`src/hdl/kpio_defs.vh`:
```
// kpio_defs.vh: register map, field positions and reset values for the keypad/peripheral/display port block
// assumes: included by kpio_ports.v, the property checker and the bench; addresses are word indices on the avalon-mm slave
`ifndef KPIO_DEFS_VH
`define KPIO_DEFS_VH

// register indices (byte address = index * 4)
`define KPIO_IDX_KEYPAD_DATA     9'h006
`define KPIO_IDX_PERIPH_DATA     9'h007
`define KPIO_IDX_DISPLAY_DATA    9'h008
`define KPIO_IDX_OPTION          9'h081
`define KPIO_IDX_KEYPAD_DIR      9'h086
`define KPIO_IDX_PERIPH_DIR      9'h087
`define KPIO_IDX_DISPLAY_DIR     9'h088
`define KPIO_IDX_INTCTRL         9'h00B
`define KPIO_IDX_SEGEN           9'h10D
`define KPIO_IDX_PERIPH_OVR      9'h190
`define KPIO_IDX_MODE            9'h191

// field positions
`define KPIO_OPT_PULLUP_N_BIT    7
`define KPIO_INT_CHANGE_BIT      0
`define KPIO_INT_EXT_BIT         1
`define KPIO_SEG_LOW_BIT         0
`define KPIO_SEG_HIGH_BIT        7
`define KPIO_MODE_EXTINT_BIT     0
`define KPIO_MODE_SERPROG_BIT    1

// reset values
`define KPIO_RST_OPTION          8'hFF
`define KPIO_RST_KEYPAD_DIR      8'hFF
`define KPIO_RST_PERIPH_DIR      6'h3F
`define KPIO_RST_DISPLAY_DIR     8'hFF
`define KPIO_RST_SEGEN           8'hFF
`define KPIO_RST_DISPLAY_DATA    8'h00
`define KPIO_RST_ZERO8           8'h00

`endif

```
`src/hdl/kpio_ports.v`:
```
// kpio_ports.v: three-port gpio block (keypad, peripheral, display) with an avalon-mm register slave
// assumes: one 125 MHz clock, pins already synchronous, lcd and peripheral engines live outside
//
// Summary of operation
// - clearing pullup_enable_n turns on all keypad pull-ups
// - output-configured keypad pins lose their pull-up
// - pull-ups off after reset until software enables
// - only upper four input pins detect change
// - compare inputs against latch from last read
// - ORed mismatches set change flag, bit 0
// - change flag can wake device from sleep
// - keypad data read or write reloads latch
// - persisting mismatch keeps setting the change flag
// - keypad bit 0 is external interrupt input
// - keypad bits 6,7 are serial programming pins
// - peripheral port six bits, per-pin direction
// - enabled peripheral overrides peripheral pin direction
// - peripheral bit2 ccp, bits 3-5 serial port
// - display low five gpio/segment, upper three input (segen bit 7 also hands them to the lcd)
// - display direction governs only lower five pins
// - display pins reset to segment drivers
// - segment enable overrides display direction bits
// - direction set means hi-z, clear drives latch
`include "kpio_defs.vh"
`timescale 1ns/100ps
`default_nettype none

module kpio_ports #(
    parameter KP_W = 8,                           // keypad port width
    parameter PP_W = 6,                           // peripheral port width
    parameter DP_W = 8                            // display port width
) (
    input  wire            clock,                 // core clock, 125 MHz
    input  wire            reset_n,               // synchronous reset, active low
    input  wire [10:0]     avs_address,           // byte address
    input  wire            avs_read,              // read request
    input  wire            avs_write,             // write request
    input  wire [31:0]     avs_writedata,         // write data
    input  wire [3:0]      avs_byteenable,        // byte lanes, lane 0 carries the register
    output reg  [31:0]     avs_readdata,          // read data, registered
    output wire            avs_waitrequest,       // stall until answer stage
    input  wire [KP_W-1:0] kp_pin_in,             // keypad pin levels
    output reg  [KP_W-1:0] kp_pin_out,            // keypad output latch
    output reg  [KP_W-1:0] kp_pin_oe,             // keypad driver enables, high drives
    output reg  [KP_W-1:0] kp_pullup_en,          // weak pull-up enables per pin
    input  wire [PP_W-1:0] pp_pin_in,             // peripheral pin levels
    output reg  [PP_W-1:0] pp_pin_out,            // peripheral pin output value
    output reg  [PP_W-1:0] pp_pin_oe,             // peripheral driver enables
    input  wire [PP_W-1:0] pp_periph_out,         // peripheral-supplied output values
    output wire [PP_W-1:0] pp_periph_in,          // pin levels handed to peripherals
    input  wire [DP_W-1:0] dp_pin_in,             // display pin levels
    output reg  [DP_W-1:0] dp_pin_out,            // display output latch
    output reg  [DP_W-1:0] dp_pin_oe,             // display gpio driver enables
    output reg  [DP_W-1:0] dp_seg_drive,          // pins handed to the lcd driver
    output reg             ext_interrupt_pin,     // keypad bit 0 as external interrupt level
    output reg  [1:0]      serial_prog_pins,      // keypad bits 7:6 in programming mode
    output reg             port_change_irq,       // change flag level for the interrupt logic
    output reg             wake_request           // wake from sleep request
);

////////////////////////////////////////////////////////////////////////////////
// register state
reg  [7:0]      option_ff;                        // option_config, bit 7 is pullup_enable_n
reg  [KP_W-1:0] kp_latch_ff;                      // keypad_port_data output latch
reg  [KP_W-1:0] kp_dir_ff;                        // keypad_port_direction, 1 = input
reg  [PP_W-1:0] pp_latch_ff;                      // peripheral_port_data output latch
reg  [PP_W-1:0] pp_dir_ff;                        // peripheral_port_direction
reg  [DP_W-1:0] dp_latch_ff;                      // display port data latch
reg  [DP_W-1:0] dp_dir_ff;                        // display port direction
reg  [7:0]      segen_ff;                         // segment_enable_reg
reg  [1:0]      intctl_ff;                        // change flag and external flag
reg  [PP_W-1:0] pp_ovr_en_ff;                     // peripheral owns pin
reg  [PP_W-1:0] pp_ovr_dir_ff;                    // forced direction, 1 = input
reg  [1:0]      mode_ff;                          // ext interrupt and serial programming modes
reg  [3:0]      kp_old_ff;                        // comparison latch for pins 7:4
reg             kp0_prev_ff;                      // previous bit 0 level for edge detect
reg             ack_ff;                           // answer stage of a bus access
reg  [31:0]     nxt_readdata;                     // read mux
reg  [1:0]      nxt_intctl;                       // next interrupt flags
wire [8:0]      reg_idx;                          // word index from byte address
wire            wr_go;                            // write takes effect this edge
wire            rd_go;                            // read data taken this edge
wire            kp_access;                        // keypad data read or write
wire [3:0]      mismatch;                         // per-pin change detect
wire            seg_lo;                           // low display group on lcd
wire            seg_hi;                           // high display group on lcd
wire [PP_W-1:0] pp_dir_eff;                       // effective peripheral direction
integer         i;                                // loop index

assign reg_idx         = avs_address[10:2];
// one wait cycle per access: request seen, then answered on the next edge
assign avs_waitrequest = (avs_read | avs_write) & ~ack_ff;
assign wr_go           = avs_write & ack_ff & avs_byteenable[0];
assign rd_go           = avs_read & ack_ff;
assign kp_access       = (wr_go | rd_go) & (reg_idx == `KPIO_IDX_KEYPAD_DATA);
assign seg_lo          = segen_ff[`KPIO_SEG_LOW_BIT];
assign seg_hi          = segen_ff[`KPIO_SEG_HIGH_BIT];
assign pp_dir_eff      = (pp_dir_ff & ~pp_ovr_en_ff) | (pp_ovr_dir_ff & pp_ovr_en_ff);
assign pp_periph_in    = pp_pin_in;
// input pins 7:4 only; outputs are masked out of the comparison
assign mismatch = (kp_pin_in[7:4] ^ kp_old_ff) & kp_dir_ff[7:4];

////////////////////////////////////////////////////////////////////////////////
// bus handshake stage
always @(posedge clock) begin
    if (!reset_n) begin
        ack_ff <= 1'b0;
    end else begin
        // drop after the answer edge so back-to-back requests each wait once
        ack_ff <= (avs_read | avs_write) & ~ack_ff;
    end
end

////////////////////////////////////////////////////////////////////////////////
// read mux, narrow registers sit in low bits
always @* begin
    nxt_readdata = 32'h00000000;
    case (reg_idx)
        `KPIO_IDX_KEYPAD_DATA:  nxt_readdata[KP_W-1:0] = kp_pin_in;    // pins, not latch
        `KPIO_IDX_PERIPH_DATA:  nxt_readdata[PP_W-1:0] = pp_pin_in;    // bits 7:6 read 0
        `KPIO_IDX_DISPLAY_DATA: nxt_readdata[DP_W-1:0] = dp_pin_in;
        `KPIO_IDX_OPTION:       nxt_readdata[7:0]      = option_ff;
        `KPIO_IDX_KEYPAD_DIR:   nxt_readdata[KP_W-1:0] = kp_dir_ff;
        `KPIO_IDX_PERIPH_DIR:   nxt_readdata[PP_W-1:0] = pp_dir_ff;
        `KPIO_IDX_DISPLAY_DIR:  nxt_readdata[DP_W-1:0] = dp_dir_ff;
        `KPIO_IDX_INTCTRL:      nxt_readdata[1:0]      = intctl_ff;
        `KPIO_IDX_SEGEN:        nxt_readdata[7:0]      = segen_ff;
        `KPIO_IDX_PERIPH_OVR:   nxt_readdata[15:0]     = {2'b00, pp_ovr_dir_ff, 2'b00, pp_ovr_en_ff};
        `KPIO_IDX_MODE:         nxt_readdata[1:0]      = mode_ff;
        default:                nxt_readdata           = 32'h00000000;  // unmapped reads zero
    endcase
end

////////////////////////////////////////////////////////////////////////////////
// interrupt flags: hardware set beats software clear
always @* begin
    nxt_intctl = intctl_ff;
    if (wr_go && reg_idx == `KPIO_IDX_INTCTRL) begin
        nxt_intctl = avs_writedata[1:0];
    end
    // a persisting mismatch sets the flag again even right after a clear
    if (|mismatch) begin
        nxt_intctl[`KPIO_INT_CHANGE_BIT] = 1'b1;
    end
    if (mode_ff[`KPIO_MODE_EXTINT_BIT] && kp_pin_in[0] && !kp0_prev_ff && kp_dir_ff[0]) begin
        nxt_intctl[`KPIO_INT_EXT_BIT] = 1'b1;
    end
end

////////////////////////////////////////////////////////////////////////////////
// register writes and comparison latch
always @(posedge clock) begin
    if (!reset_n) begin
        option_ff     <= `KPIO_RST_OPTION;
        kp_latch_ff   <= `KPIO_RST_ZERO8;
        kp_dir_ff     <= `KPIO_RST_KEYPAD_DIR;
        pp_latch_ff   <= 6'h00;
        pp_dir_ff     <= `KPIO_RST_PERIPH_DIR;
        dp_latch_ff   <= `KPIO_RST_DISPLAY_DATA;
        dp_dir_ff     <= `KPIO_RST_DISPLAY_DIR;
        segen_ff      <= `KPIO_RST_SEGEN;
        intctl_ff     <= 2'b00;
        pp_ovr_en_ff  <= 6'h00;
        pp_ovr_dir_ff <= 6'h00;
        mode_ff       <= 2'b00;
        kp_old_ff     <= 4'h0;
        kp0_prev_ff   <= 1'b0;
        avs_readdata  <= 32'h00000000;
    end else begin
        intctl_ff   <= nxt_intctl;
        kp0_prev_ff <= kp_pin_in[0];
        // capture read data on the answer edge only
        if (rd_go) begin
            avs_readdata <= nxt_readdata;
        end
        // any read or write of keypad data ends the mismatch
        if (kp_access) begin
            kp_old_ff <= kp_pin_in[7:4];
        end
        if (wr_go) begin
            case (reg_idx)
                `KPIO_IDX_KEYPAD_DATA:  kp_latch_ff   <= avs_writedata[KP_W-1:0];
                `KPIO_IDX_PERIPH_DATA:  pp_latch_ff   <= avs_writedata[PP_W-1:0];
                `KPIO_IDX_DISPLAY_DATA: dp_latch_ff   <= avs_writedata[DP_W-1:0];
                `KPIO_IDX_OPTION:       option_ff     <= avs_writedata[7:0];
                `KPIO_IDX_KEYPAD_DIR:   kp_dir_ff     <= avs_writedata[KP_W-1:0];
                `KPIO_IDX_PERIPH_DIR:   pp_dir_ff     <= avs_writedata[PP_W-1:0];
                `KPIO_IDX_DISPLAY_DIR:  dp_dir_ff     <= avs_writedata[DP_W-1:0];
                `KPIO_IDX_SEGEN:        segen_ff      <= avs_writedata[7:0];
                `KPIO_IDX_PERIPH_OVR: begin
                    pp_ovr_en_ff  <= avs_writedata[PP_W-1:0];
                    pp_ovr_dir_ff <= avs_writedata[PP_W+7:8];
                end
                `KPIO_IDX_MODE:         mode_ff       <= avs_writedata[1:0];
                default: begin
                    // unmapped writes are accepted and dropped
                end
            endcase
        end
    end
end

////////////////////////////////////////////////////////////////////////////////
// pin drivers, all registered
always @(posedge clock) begin
    if (!reset_n) begin
        kp_pin_out        <= 8'h00;
        kp_pin_oe         <= 8'h00;
        kp_pullup_en      <= 8'h00;
        pp_pin_out        <= 6'h00;
        pp_pin_oe         <= 6'h00;
        dp_pin_out        <= 8'h00;
        dp_pin_oe         <= 8'h00;
        dp_seg_drive      <= 8'hFF;
        ext_interrupt_pin <= 1'b0;
        serial_prog_pins  <= 2'b00;
        port_change_irq   <= 1'b0;
        wake_request      <= 1'b0;
    end else begin
        kp_pin_out <= kp_latch_ff;
        kp_pin_oe  <= ~kp_dir_ff;
        // global active-low enable, each output pin masked off
        for (i = 0; i < KP_W; i = i + 1) begin
            kp_pullup_en[i] <= ~option_ff[`KPIO_OPT_PULLUP_N_BIT] & kp_dir_ff[i];
        end
        // peripheral owns value and direction of the pins it claims
        pp_pin_out <= (pp_latch_ff & ~pp_ovr_en_ff) | (pp_periph_out & pp_ovr_en_ff);
        pp_pin_oe  <= ~pp_dir_eff;
        dp_pin_out <= dp_latch_ff;
        // upper three pins are never driven as gpio
        dp_pin_oe    <= {3'b000, ~dp_dir_ff[4:0] & {5{~seg_lo}}};
        dp_seg_drive <= {{3{seg_hi}}, {5{seg_lo}}};
        ext_interrupt_pin <= mode_ff[`KPIO_MODE_EXTINT_BIT] & kp_pin_in[0];
        serial_prog_pins  <= mode_ff[`KPIO_MODE_SERPROG_BIT] ? kp_pin_in[7:6] : 2'b00;
        port_change_irq   <= intctl_ff[`KPIO_INT_CHANGE_BIT];
        wake_request      <= intctl_ff[`KPIO_INT_CHANGE_BIT];
    end
end

endmodule // kpio_ports
`default_nettype wire

```
`config.mk`:
```
export PLATFORM = sky130hd
export DESIGN_NAME = kpio_ports
export DESIGN_NICKNAME = d
export VERILOG_FILES = /design/src/hdl/kpio_ports.v
export VERILOG_INCLUDE_DIRS = /design/src /design/src/hdl
export SDC_FILE = /design/constraint.sdc
export NUM_CORES = 1
export LEC_CHECK = 0
export BUFFER_PORTS_ARGS = -buffer_cell sky130_fd_sc_hd__buf_4
export CELL_PAD_IN_SITES_DETAIL_PLACEMENT = 0
export CELL_PAD_IN_SITES_GLOBAL_PLACEMENT = 1
export CORE_MARGIN = 2
export CORE_UTILIZATION = 40
export DETAILED_ROUTE_END_ITERATION = 10
export PLACE_DENSITY_LB_ADDON = 0.1
export SLEW_MARGIN = 20
export SYNTH_ARGS = -nofsm -noshare
export SYNTH_HDL_FRONTEND = slang
export SYNTH_SLANG_ARGS = --single-unit
```
`constraint.sdc`:
```
create_clock -name clock -period 3.5 [get_ports clock]
set_clock_uncertainty 0.1 [all_clocks]
set_input_delay 0.7 -clock clock [delete_from_list [all_inputs] [get_ports clock]]
set_output_delay 0.7 -clock clock [all_outputs]
set_load 0.005 [all_outputs]
```
==> run_results.csv <==
group,metric,value,unit
logic_synthesis,synth_top_family_by_area,"simple AND/OR/NAND/NOR gates",
die,die_w,127.6,um
placement,io_buffers,138,
routing,drc,0,
job,cap_violations,0,
routing,firstDrtPassIters,7,
routing,drtIter0Drc,269,
placement,place_inst,935,
layout,drive_gt1_share,25.55,%
sta,setup_violations,0,
pwr,ir_drop,0.3028,mV
routing,routed_wirelength,17690,um
clock_tree,cts_buffers,17,
die,initial_core_util,40.62,%
layout,syn2layout_area_growth,25.57,%
global_routing,grt_pass1_vias,4924,
global_routing,grtUsageMet3,4.606,%
sta,fin_crit,2.322,ns
die,dieArea,0.01627,mm^2
critical_path,end_kind,"register",
clock_tree,clk_latency,0.43,ns
routing,vias,5072,
sta,fmax,0.4306,GHz
routing,antenna_left,0,
sta,rsz0062_at_grt,"false",
die,ioPinCount,183,
pwr,power_leakage,3.250,nW
global_routing,grt.met1_usage,29.46,%
sta,worstMarginPinSlew,0.9334,ns
placement,place_hpwl,12280,um
logic_synthesis,avgSynthCellArea,9.294,um^2
global_routing,grt_max_degree,52,
layout,final_cells,967,
clock_tree,cts.path.max_buffers,2,
critical_path,worst_ep_required_time,3.70,ns
logic_synthesis,yosys_most_used_dff,"dfxtp_1",
logic_synthesis,synth_edf_count,0,
clock_tree,cts-root-buf,"clkbuf_16",
critical_path,cp.arrival,2.52,ns
layout,final_area,0.007667,mm^2
sta,slew_headroom,37.74,%
clock_tree,path_clk_slew,0.06,ns
clock_tree,cts.sinks,151,
clock_tree,cts_resized,0,
placement,place.gp.congestion,0.8519,
clock_tree,cts_setup_buffers,0,
logic_synthesis,yosysUniqueCellTypes,63,
die,die_y,127.6,um
global_routing,use_met2,34.10,%
logic_synthesis,synth_largest_area_cell,"dfxtp_1",
critical_path,critPathLaunchType,"input pin",
placement,dpl_cell_area,0.007061,mm^2
logic_synthesis,syn_inst,657,
logic_synthesis,synthXorXnorAreaFrac,0.5738,%
critical_path,critPathBufInv,1,
sta,finalCritPeriodShare,66.35,%
critical_path,critical_path_class,"input pin to register",
pwr,p_per_area,498.8,mW/mm^2
die,row_count,45,
clock_tree,htreeDepth,4,
logic_synthesis,async_reset_ff_share,0,%
routing,drt-wirelength-per-cell,18.29,um
logic_synthesis,synthTopCellsByArea,"dfxtp_1, mux2i_1, nand2_1, buf_4, nor2_1",
clock_tree,ctsHoldBuffers,0,
hold_path,min_path_type,"register to register",
critical_path,cp.depth,6,
logic_synthesis,synth_top_cell_area_share,49.51,%
die,core,0.01503,mm^2
clock_tree,cts_tree,"done",
logic_synthesis,synthesis.area,0.006106,mm^2
critical_path,max_stage_delay,0.48,ns
layout,multiInputGateArea,0.002699,mm^2
logic_synthesis,yosys_warnings,0,
critical_path,r2r_cells,4,
logic_synthesis,ys_seq_elements,151,
hold_path,min_path_cells,2,
critical_path,path_cells,"buf_4 -> nor2b_1 -> and4_1 -> and2_1 -> mux2i_1 -> nand2_1",
run_status,outcome,"complete, no violations",
critical_path,slowest_stage,"and2_1",
logic_synthesis,synth_fa_ha_area_share,0,%
global_routing,grt.overflow.total,0,
layout,final-seq-area,0.003023,mm^2
global_routing,grt_first_pass_wirelength,27040,um
layout,final_util,51.00,%
critical_path,crit_family,"simple AND/OR/NAND/NOR gates",
logic_synthesis,synth-compound-area-share,8.730,%
logic_synthesis,synth-simple-area-share,22.95,%
global_routing,antenna_found_initial,0,
global_routing,grt_busiest_layer,"met2",
layout,antenna_cells,0,
logic_synthesis,muxShareOfSynthArea,10.66,%
critical_path,worstPathMaxFanout,25,
layout,fin_nets,845,
pwr,power.total,3.824,mW
sta,slew_viol_final,0,
sta,fin_setup_tns,0,ns
logic_synthesis,ys_seq_area_share,49.51,%
layout,fillers,1407,
routing,viasPerCell,5.245,
global_routing,grt_usage,21.95,%
sta,hold_viol,0,
per-layer routing:
layer	vias up	routed length [um]	part of all wire, %
met5	-	0	0
met4	0	428	2.4
met3	32	1102	6.2
met2	186	8081	46
met1	2440	8075	46
li1	2414	-	-
flip-flops by register name (all words and copies together) (netlist names), 8 cells and up:
register / cells
kp_dir_ff: 8
kp_pin_oe: 8
dp_latch_ff: 8
option_ff: 8
dp_dir_ff: 8
kp_pin_out: 8
segen_ff: 8
dp_pin_out: 8
kp_latch_ff: 8
avs_readdata: 14
kp_pullup_en: 8
final timing paths:
kind,from,to,slack (ns)
setup reg to reg,ack_ff,option_ff[4],1.55
setup / recovery,avs_address[2],option_ff[4],1.18
hold / removal,avs_readdata[11],avs_readdata[11],0.35
hold reg to reg,avs_readdata[11],avs_readdata[11],0.35
where the power goes:
group          switching, mW  internal, mW  leakage, nW  total, mW
Combinational          0.129        0.0854         1.74      0.215
Sequential           0.00551          1.73         1.22       1.73
Clock                  0.719          1.16        0.294       1.88
Total                  0.853          2.97         3.25       3.82
per-stage QoR:
stage | hold slack, ns | worst slack (ns)
after floorplan | 0.3091 | 1.284
after global placement | 0.3367 | 0.7680
after detailed placement | 0.3407 | 0.7731
after CTS | 0.3535 | 1.214
after global routing | 0.3724 | 1.023
final | 0.3532 | 1.178
cell families (layout without fill, tap and decap cells):
kind of cell | after synthesis | after routing
AOI/OAI and AO/OA | 80 | 80
and+or+nand+nor | 281 | 281
other | 1 | 21
xor gates and xnor gates | 4 | 4
DFF | 151 | 151
buffers and inverters | 78 | 180
muxes | 62 | 62
cell usage after synthesis, types with 12 or more instances:
cell	instances
clkbuf_1	24
buf_4	36
dfxtp_1	151
a21oi_1	28
buf_2	12
mux2i_1	56
and2_1	28
nand3_1	33
nor2_1	60
nand2_1	108
cells in the final DEF (no fill, tap or decap), types with 3 or more instances in the layout:
cell type  instances
dfxtp_1          151
buf_4            146
nand2_1          108
nor2_1            60
mux2i_1           56
nand3_1           33
and2_1            28
a21oi_1           28
conb_1            21
clkbuf_16         17
nor2b_1            8
a211oi_1           8
and3_1             8
o21ai_0            8
a31oi_1            6
a22oi_1            6
nor3_1             6
a32o_1             4
mux2_2             4
xor2_1             4
a32oi_1            3
a221oi_1           3
bufinv_16          3
clkinv_2           3
final cells by class:
cell class | instances | share of cell area [%]
inverters | 2 | 0.09791
well taps | 188 | 3.068
flip-flops and latches | 151 | 39.43
multi-input cells | 448 | 35.20
clock inverters | 11 | 1.909
repair buffers | 146 | 14.30
clock buffers | 21 | 6.005
worst reg2reg max path, stage by stage, from the launching register on:
cell	delay, ns
dfxtp_1	0.41
and3_1	0.47
and2_1	0.53
mux2i_1	0.25
nand2_1	0.07
No activity file was read; power rests on OpenSTA's default activity.
